`config.mk`:
```
export PLATFORM = sky130hd
export DESIGN_NAME = sme_top
export DESIGN_NICKNAME = d
export VERILOG_FILES = /design/src/verilog/sme_pkg.sv /design/src/verilog/sme_sync.sv /design/src/verilog/sme_mem.sv /design/src/verilog/sme_top.sv
export VERILOG_INCLUDE_DIRS = /design/src /design/src/verilog
export SDC_FILE = /design/constraint.sdc
export NUM_CORES = 1
export LEC_CHECK = 0
export BUFFER_PORTS_ARGS = -buffer_cell sky130_fd_sc_hd__buf_2
export CAP_MARGIN = 20
export CORE_MARGIN = 2
export CORE_UTILIZATION = 55
export CTS_BUF_LIST = sky130_fd_sc_hd__clkbuf_8
export DETAILED_ROUTE_END_ITERATION = 8
export GPL_TIMING_DRIVEN = 0
export PLACE_DENSITY_LB_ADDON = 0.05
export SLEW_MARGIN = 25
export SYNTH_ARGS = -nofsm -noshare
export SYNTH_HDL_FRONTEND = slang
export SYNTH_SLANG_ARGS = --single-unit
```
`constraint.sdc`:
```
create_clock -name SYS_CLK_I -period 7.7 [get_ports SYS_CLK_I]
set_input_delay 0.385 -clock SYS_CLK_I [delete_from_list [all_inputs] [get_ports SYS_CLK_I]]
set_output_delay 0.385 -clock SYS_CLK_I [all_outputs]
set_load 0.01 [all_outputs]
```
`src/verilog/sme_defs.svh`:
```
// timing counts and field positions for the serial word memory
// assumes a 50 MHz system clock
`ifndef SME_DEFS_SVH
`define SME_DEFS_SVH

`define SME_CLK_MHZ 50
`define SME_PROG_TIME_MS 10
// longest time in whole system cycles; 10 ms at 50 MHz needs no rounding
`define SME_PROG_CYCLES ((`SME_PROG_TIME_MS * 1000 * `SME_CLK_MHZ))
`define SME_WORDS 64
`define SME_ADDR_W 6
`define SME_DATA_W 16
`define SME_INSTR_BITS 9
`define SME_ERASED_WORD 16'hFFFF

`endif

```
`src/verilog/sme_pkg.sv`:
```
// types shared by the serial word memory
// assumes nothing beyond the header of constants
`default_nettype none
package sme_pkg;
    typedef enum {
        SME_IDLE,
        SME_CMD,
        SME_DATA,
        SME_READ,
        SME_ARMED,
        SME_PROG,
        SME_DONE
    } sme_state_t;
    typedef enum logic [2:0] {
        SME_OP_NONE,
        SME_OP_READ,
        SME_OP_WRITE,
        SME_OP_ERASE,
        SME_OP_EN,
        SME_OP_DIS,
        SME_OP_ERALL,
        SME_OP_WRALL
    } sme_op_t;
endpackage
`default_nettype wire

```
`src/verilog/sme_sync.sv`:
```
// two flip-flop synchroniser for pins
// assumes the input is asynchronous to clk_i
`default_nettype none
module sme_sync (
    input wire logic clk_i,
    input wire logic reset_n_i,
    input wire logic d_i,
    output logic q_o
);
    logic meta_reg;
    always_ff @(posedge clk_i) begin
        if (!reset_n_i) begin
            meta_reg <= 1'b0;
            q_o <= 1'b0;
        end else begin
            meta_reg <= d_i;
            q_o <= meta_reg;
        end
    end
endmodule
`default_nettype wire

```
`src/verilog/sme_mem.sv`:
```
// 64 x 16 storage array with registered read and bulk write
// assumes one clock; bulk writes take a single cycle
`default_nettype none
module sme_mem #(
    parameter int WORDS = 64,
    parameter int AW = 6,
    parameter int DW = 16
) (
    input wire logic clk_i,
    input wire logic wr_i,
    input wire logic all_i,
    input wire logic [AW-1:0] addr_i,
    input wire logic [DW-1:0] wdata_i,
    output logic [DW-1:0] rdata_o
);
    logic [DW-1:0] mem_reg [WORDS];
    genvar gi;
    generate
        for (gi = 0; gi < WORDS; gi++) begin : g_word
            always_ff @(posedge clk_i) begin
                if (wr_i && (all_i || addr_i == AW'(gi))) begin
                    mem_reg[gi] <= wdata_i;
                end
            end
        end
    endgenerate
    always_ff @(posedge clk_i) begin
        rdata_o <= mem_reg[addr_i];
    end
endmodule
`default_nettype wire

```
`src/verilog/sme_top.sv`:
```
// serial word memory: 64 x 16 array behind a three-wire select/clock/data link
// assumes the link pins are asynchronous and far slower than the 50 MHz clock
// Operation
// [RL1] instruction is nine bits: start one, two-bit opcode, six-bit address, msb first
// [RL2] first one received in a sequence is taken as the start marker
// [RL3] array holds 64 words of 16 bits, six address bits pick one
// [RL4] opcode 10 reads, 01 writes, 11 erases the addressed word
// [RL5] opcode 00: upper address 11 enable, 00 disable, 10 erase all, 01 write all
// [RL6] data out driven only for read data or busy status, else released
// [RL7] read loads the word, sends a dummy zero then sixteen data bits
// [RL8] read data changes on each rising serial clock edge
// [RL9] powers up programming-disabled; enable holds until disable instruction
// [RL10] host must enable programming before any write or erase acts
// [RL11] read works whether programming is enabled or not
// [RL12] erase starts on select falling edge and sets the word to all ones
// [RL13] select high during programming shows low while busy, high when ready
// [RL14] write takes sixteen data bits, select falling edge starts the cycle
// [RL15] host erases a word before writing it since writes only clear bits
// [RL16] erase all behaves like erase but sets all 64 words to ones
// [RL17] write all behaves like write but stores the pattern in every word
// [RL18] serial clock only needed while shifting bits in; the code also needs its rising edges to shift read data out
// [RL19] self-timed programming finishes within 10 ms
// [RL20] host holds select low at least 1 us between instructions
// [RL21] host keeps serial clock period at 4 us or more
// [RL22] only write, erase, erase all and write all change the array
// [RL23] select low with no programming running means standby
// [RL24] data in sampled on rising serial clock with select high; leading zeros ignored
// [RL25] partial instruction dropped at select fall; programming ignored while disabled
`default_nettype none
`include "sme_defs.svh"
module sme_top #(
    parameter int PROG_CYCLES = `SME_PROG_CYCLES
) (
    input wire logic SYS_CLK_I,
    input wire logic RESET_N_I,
    input wire logic CHIP_SELECT_I,
    input wire logic SERIAL_CLOCK_IN_I,
    input wire logic SERIAL_IN_LINE_I,
    output logic DATA_OUT_O,
    output logic DATA_OUT_OE_O,
    output logic STANDBY_O
);
    // ------------------------------------------------------------
    // pin synchronisers
    // ------------------------------------------------------------
    logic cs_s;
    logic sk_s;
    logic di_s;
    logic cs_d_reg;
    logic sk_d_reg;
    sme_sync u_cs (
        .clk_i(SYS_CLK_I),
        .reset_n_i(RESET_N_I),
        .d_i(CHIP_SELECT_I),
        .q_o(cs_s)
    );
    sme_sync u_sk (
        .clk_i(SYS_CLK_I),
        .reset_n_i(RESET_N_I),
        .d_i(SERIAL_CLOCK_IN_I),
        .q_o(sk_s)
    );
    sme_sync u_di (
        .clk_i(SYS_CLK_I),
        .reset_n_i(RESET_N_I),
        .d_i(SERIAL_IN_LINE_I),
        .q_o(di_s)
    );
    always_ff @(posedge SYS_CLK_I) begin
        if (!RESET_N_I) begin
            cs_d_reg <= 1'b0;
            sk_d_reg <= 1'b0;
        end else begin
            cs_d_reg <= cs_s;
            sk_d_reg <= sk_s;
        end
    end
    logic sk_rise;
    logic cs_fall;
    logic cs_rise;
    // data-in is two stages late like the clock, so they stay aligned
    assign sk_rise = sk_s && !sk_d_reg && cs_s; // [RL24]
    assign cs_fall = cs_d_reg && !cs_s;
    assign cs_rise = cs_s && !cs_d_reg;

    // ------------------------------------------------------------
    // instruction shifter and decode
    // ------------------------------------------------------------
    sme_pkg::sme_state_t state_reg;
    logic [7:0] cmd_reg;
    logic [3:0] cnt_reg;
    logic [`SME_DATA_W-1:0] sh_reg;
    logic en_reg;
    sme_pkg::sme_op_t op_reg;
    logic [PROG_CYCLES > 1 ? $clog2(PROG_CYCLES+1) : 1:0] tmr_reg;
    logic busy_show_reg;
    logic dout_reg;
    logic mem_wr;
    logic mem_all;
    logic [`SME_DATA_W-1:0] mem_wdata;
    logic [`SME_DATA_W-1:0] mem_rdata;
    logic [`SME_ADDR_W-1:0] addr;
    logic prog_op;

    function automatic sme_pkg::sme_op_t decode(input logic [7:0] c);
        case (c[7:6]) // [RL4]
            2'b10: decode = sme_pkg::SME_OP_READ;
            2'b01: decode = sme_pkg::SME_OP_WRITE;
            2'b11: decode = sme_pkg::SME_OP_ERASE;
            default: begin
                case (c[5:4]) // [RL5]
                    2'b11: decode = sme_pkg::SME_OP_EN;
                    2'b00: decode = sme_pkg::SME_OP_DIS;
                    2'b10: decode = sme_pkg::SME_OP_ERALL;
                    default: decode = sme_pkg::SME_OP_WRALL;
                endcase
            end
        endcase
    endfunction

    assign addr = cmd_reg[`SME_ADDR_W-1:0]; // [RL3]
    assign prog_op = (op_reg == sme_pkg::SME_OP_WRITE) || (op_reg == sme_pkg::SME_OP_ERASE)
        || (op_reg == sme_pkg::SME_OP_ERALL) || (op_reg == sme_pkg::SME_OP_WRALL);

    always_ff @(posedge SYS_CLK_I) begin
        if (!RESET_N_I) begin
            state_reg <= sme_pkg::SME_IDLE;
            cmd_reg <= 8'h00;
            cnt_reg <= 4'h0;
            sh_reg <= 16'h0000;
            op_reg <= sme_pkg::SME_OP_NONE;
            tmr_reg <= '0;
            dout_reg <= 1'b0;
        end else begin
            case (state_reg)
                sme_pkg::SME_IDLE: begin
                    // leading zeros are skipped until the start marker
                    if (sk_rise && di_s) begin // [RL2]
                        state_reg <= sme_pkg::SME_CMD;
                        cnt_reg <= 4'h0;
                    end
                end
                sme_pkg::SME_CMD: begin
                    if (cs_fall) begin
                        state_reg <= sme_pkg::SME_IDLE; // [RL25]
                    end else if (sk_rise) begin
                        cmd_reg <= {cmd_reg[6:0], di_s}; // [RL1]
                        cnt_reg <= cnt_reg + 4'h1;
                        if (cnt_reg == 4'h7) begin
                            op_reg <= decode({cmd_reg[6:0], di_s});
                            cnt_reg <= 4'h0;
                            dout_reg <= 1'b0; // dummy zero stands until the first data rise [RL7]
                            case (decode({cmd_reg[6:0], di_s}))
                                sme_pkg::SME_OP_READ: state_reg <= sme_pkg::SME_READ;
                                sme_pkg::SME_OP_WRITE,
                                sme_pkg::SME_OP_WRALL: state_reg <= sme_pkg::SME_DATA; // [RL14]
                                sme_pkg::SME_OP_ERASE,
                                sme_pkg::SME_OP_ERALL: state_reg <= sme_pkg::SME_ARMED;
                                default: state_reg <= sme_pkg::SME_DONE;
                            endcase
                        end
                    end
                end
                sme_pkg::SME_DATA: begin
                    if (cs_fall) begin
                        state_reg <= sme_pkg::SME_IDLE;
                    end else if (sk_rise) begin
                        sh_reg <= {sh_reg[14:0], di_s};
                        cnt_reg <= cnt_reg + 4'h1;
                        if (cnt_reg == 4'hF) begin
                            state_reg <= sme_pkg::SME_ARMED;
                        end
                    end
                end
                sme_pkg::SME_READ: begin
                    // mem_rdata is valid one cycle after decode; dummy zero goes first
                    if (cs_fall) begin
                        state_reg <= sme_pkg::SME_IDLE;
                    end else if (sk_rise) begin // [RL8]
                        if (cnt_reg == 4'h0) begin
                            sh_reg <= {mem_rdata[14:0], 1'b0}; // [RL7]
                            dout_reg <= mem_rdata[15];
                        end else begin
                            sh_reg <= {sh_reg[14:0], 1'b0};
                            dout_reg <= sh_reg[15];
                        end
                        cnt_reg <= cnt_reg + 4'h1;
                    end
                end
                sme_pkg::SME_ARMED: begin
                    // extra clocks after the last bit void the instruction
                    if (sk_rise) begin
                        state_reg <= sme_pkg::SME_DONE;
                    end else if (cs_fall) begin
                        if (en_reg) begin // [RL25]
                            state_reg <= sme_pkg::SME_PROG; // [RL12]
                            tmr_reg <= '0;
                        end else begin
                            state_reg <= sme_pkg::SME_IDLE;
                        end
                    end
                end
                sme_pkg::SME_PROG: begin
                    tmr_reg <= tmr_reg + ($bits(tmr_reg))'(1); // no serial clock needed [RL18]
                    if (tmr_reg == ($bits(tmr_reg))'(PROG_CYCLES - 1)) begin // [RL19]
                        state_reg <= sme_pkg::SME_IDLE;
                    end
                end
                sme_pkg::SME_DONE: begin
                    if (cs_fall) begin
                        state_reg <= sme_pkg::SME_IDLE;
                    end
                end
                default: state_reg <= sme_pkg::SME_IDLE;
            endcase
        end
    end

    // ------------------------------------------------------------
    // programming enable latch
    // ------------------------------------------------------------
    always_ff @(posedge SYS_CLK_I) begin
        if (!RESET_N_I) begin
            en_reg <= 1'b0; // [RL9]
        end else if (state_reg == sme_pkg::SME_DONE && cs_fall) begin
            if (op_reg == sme_pkg::SME_OP_EN) begin
                en_reg <= 1'b1;
            end else if (op_reg == sme_pkg::SME_OP_DIS) begin
                en_reg <= 1'b0;
            end
        end
    end

    // ------------------------------------------------------------
    // array write at the end of the timed cycle
    // ------------------------------------------------------------
    // the array is committed in the last cycle, so a reset mid-cycle leaves it intact
    assign mem_wr = (state_reg == sme_pkg::SME_PROG) && prog_op
        && (tmr_reg == ($bits(tmr_reg))'(PROG_CYCLES - 1)); // [RL22]
    assign mem_all = (op_reg == sme_pkg::SME_OP_ERALL) || (op_reg == sme_pkg::SME_OP_WRALL);
    assign mem_wdata = ((op_reg == sme_pkg::SME_OP_ERASE) || (op_reg == sme_pkg::SME_OP_ERALL))
        ? `SME_ERASED_WORD : (mem_rdata & sh_reg); // [RL16] [RL17]

    sme_mem #(
        .WORDS(`SME_WORDS),
        .AW(`SME_ADDR_W),
        .DW(`SME_DATA_W)
    ) u_mem (
        .clk_i(SYS_CLK_I),
        .wr_i(mem_wr),
        .all_i(mem_all),
        .addr_i(addr),
        .wdata_i(op_reg == sme_pkg::SME_OP_WRALL ? sh_reg : mem_wdata),
        .rdata_o(mem_rdata)
    );

    // ------------------------------------------------------------
    // status and output enable
    // ------------------------------------------------------------
    always_ff @(posedge SYS_CLK_I) begin
        if (!RESET_N_I) begin
            busy_show_reg <= 1'b0;
        end else if (cs_rise && (state_reg == sme_pkg::SME_PROG)) begin
            busy_show_reg <= 1'b1; // [RL13]
        end else if (!cs_s || (state_reg != sme_pkg::SME_PROG && sk_rise)) begin
            busy_show_reg <= 1'b0;
        end
    end

    always_comb begin
        DATA_OUT_OE_O = 1'b0;
        DATA_OUT_O = 1'b0;
        if (state_reg == sme_pkg::SME_READ && cs_s) begin // [RL6] [RL11]
            DATA_OUT_OE_O = 1'b1;
            DATA_OUT_O = dout_reg;
        end else if (busy_show_reg && cs_s) begin
            DATA_OUT_OE_O = 1'b1;
            DATA_OUT_O = (state_reg != sme_pkg::SME_PROG); // [RL13]
        end
    end

    assign STANDBY_O = !cs_s && (state_reg != sme_pkg::SME_PROG); // [RL23]
endmodule
`default_nettype wire

```
==> results.yml <==
run_status:
  status: "finished clean"
routing:
  drtPass1Iterations: 6
  first_iter_violations: 2667
  drc: 0
  wire_per_inst_um: 29.4
  routed_wl_mm: 106
  ant_nets: 0
  vias_per_cell: 6.35
  vias: 22990
setup_path:
  reg2reg_from: "tmr_reg[0]$_SDFFE_PN0P_"
  crit_end: "u_mem.mem_reg[35][3]$_DFFE_PP_"
  r2r-end: "u_mem.mem_reg[35][3]$_DFFE_PP_"
  worstSetupEndpointType: "flop"
  reg2reg_depth: 7
  worstPathRequired_ps: 8130
  critPathLaunch: "tmr_reg[0]$_SDFFE_PN0P_"
  critPathMaxFanout: 16
  startpoint_type: "flop"
  ff2ff_setup_slack_ps: 4060
  crit_arrival_ps: 4070
  crit_type: "reg2reg"
logic_synthesis:
  synthFlopType: "edfxtp_1"
  synth_area_sq_mm: 0.0431
  async_reset_ff_share_pct: 0
  postSynthAreaPerCell_sq_um: 19.4
  synth-edff-count: 1024
  seq_area_frac_synth_pct: 75.0
  synthCells: 2220
  synthDistinctLibCells: 55
  ys_ff_latch: 1104
  synth_nets: 2230
  yosysWarnings: 0
power:
  irDropWorstVdd_uv: 230
  power.density_mw_per_mm2: 226
  p_total_mw: 11.2
  cellLeakagePower_nw: 14.8
cts:
  clock-sinks: 1104
  ctsResizeCount: 0
  clkLatencyLatePin_ps: 820
  cts_buffer_depth: 3
  cts_made_buffers: 175
  cts_root_buffer: "clkbuf_8"
  cts_tree: "built"
  htreeDepth: 4
  clk_pin_slew_worst_paths_ps: 60
timing:
  rsz0062_at_grt: "no"
  setup_viol: 0
  fin_ws_ps: 4060
  max-slew-margin-rel_pct: 26.1
  fmax_mhz: 275
  slew_viol_final: 0
  period_needed_ps: 3640
  hold_viol_final: 0
  fin_crit_sh_pct: 47.2
  fin_setup_tns_ps: 0
  hold_slack_ps: 347
  skew_ps: 34.0
  max_slew.worst_pin.slew_ps: 1110
layout:
  largest_register_ffs: 1024
  fin_area_sq_mm: 0.0494
  fin_nets: 2453
  final_cell_mix: "1024 x edfxtp_1, 256 x mux4_2, 180 x clkbuf_8, 130 x a22oi_1, 97 x nand2_1"
  layout.cells.non_filler: 3619
  layout_commonest_cell: "edfxtp_1"
  postLayoutCoreUtil_pct: 63.7
  layout-drive-gt1-share_pct: 26.1
  syn_to_final_growth_pct: 14.7
global_routing:
  overflow: 0
  grt_pass1_vias: 23285
  grt_pass1_wl_mm: 156
  grt_max_degree: 65
  groute.usage.overall_pct: 26.8
  antenna_found_initial: 2
floorplan:
  rows: 102
  die_y_um: 284
  dieArea_sq_mm: 0.0806
  initial_core_util_pct: 55.6
  core_sq_mm: 0.0776
  ios: 8
  die_x_um: 284
job:
  drv_cap: 0
placed_design:
  place_ws_ps: 4000
  port_buffers: 7
  placed_cells_incl_taps: 3302
  postPlaceCellArea_sq_mm: 0.0461
  gp_congestion: 0.896
  dp_hpwl_mm: 67.9
worst_hold_path:
  hold_class: "in2reg"
-- routing by layer --
metal  share of wire, %  vias up  track usage, %  routed length [um]
li1                   -     9598               -                   -
met1                 42    12115            39.4               44600
met2                 48     1065            41.5               50600
met3                7.8      212            4.65                8340
met4                2.6        0            8.39                2820
met5                  0        -               0                   0
-- cell type report --
type / instances / area, sq um
fillers: 5438 / 28200
diodes: 1 / 2.50
repair buffers: 46 / 898
well taps: 1040 / 1300
clock buffers: 180 / 2480
clock inverters: 132 / 788
multi-input cells: 960 / 10800
inverters: 15 / 56.3
plain buffers: 141 / 746
flip-flops and latches: 1104 / 32400
-- cells by family (layout without fill, tap and decap cells) --
group	after synthesis	in the layout	share of synthesized area, %
adder cells (fa/ha/maj)	5	5	0.145
AO/OA/AOI/OAI	362	362	5.31
AND/OR/NAND/NOR	293	293	3.33
multiplexers	283	283	14.0
XOR/XNOR	17	17	0.345
buffers and inverters	156	514	1.83
other	0	1	0
flip-flops	1104	1104	75.0
-- repair_timing --
| action | in CTS | in global routing |
|---|---|---|
| hold buffers | 4 | 0 |
| buffers inserted | 0 | 0 |
| hold endpoints to repair | 14 | 0 |
-- report_power, final --
part | internal (mW) | switching (mW)
Combinational | 0.00792 | 0.0155
Sequential | 6.45 | 0.00221
Clock | 2.44 | 2.26
Total | 8.91 | 2.28
-- how the worst min path moves through the flow --
stage	from	to	slack [ps]	cells after the start
final	SERIAL_IN_LINE_I	u_di.meta_reg$_SDFF_PN0_	350	3
after CTS	SERIAL_IN_LINE_I	u_di.meta_reg$_SDFF_PN0_	290	3
after global routing	SERIAL_IN_LINE_I	u_di.meta_reg$_SDFF_PN0_	340	3
after global placement	u_cs.meta_reg$_SDFF_PN0_	u_cs.q_o$_SDFF_PN0_	430	1
after detailed placement	u_di.meta_reg$_SDFF_PN0_	u_di.q_o$_SDFF_PN0_	430	1
after floorplan	u_cs.meta_reg$_SDFF_PN0_	u_cs.q_o$_SDFF_PN0_	410	1
-- cell usage after synthesis, types with 14 or more instances --
master    count  area share [%]
a211oi_1     16            0.28
a21oi_1     158             1.8
a22o_1       16            0.33
a22oi_1     130             2.3
buf_2        18            0.21
buf_4        14            0.24
buf_6        17            0.44
clkbuf_1     79            0.69
dfxtp_1      80             3.7
edfxtp_1   1024              71
inv_1        14            0.12
mux2i_1      26            0.60
mux4_2      256              13
nand2_1      97            0.84
nor2_1       85            0.74
nor3_1       21            0.24
o21ai_0      24            0.28
xnor2_1      15            0.30
-- worst max-delay path, cell delays in order (launching register included) --
cell and delay (ps):
dfxtp_1 360, ha_1 190, nand4_1 190, nand4b_1 300
nor2_1 150, nand3_1 730, clkbuf_2 620, a21oi_4 700
Note: power is estimated with default switching activity, not from simulation.
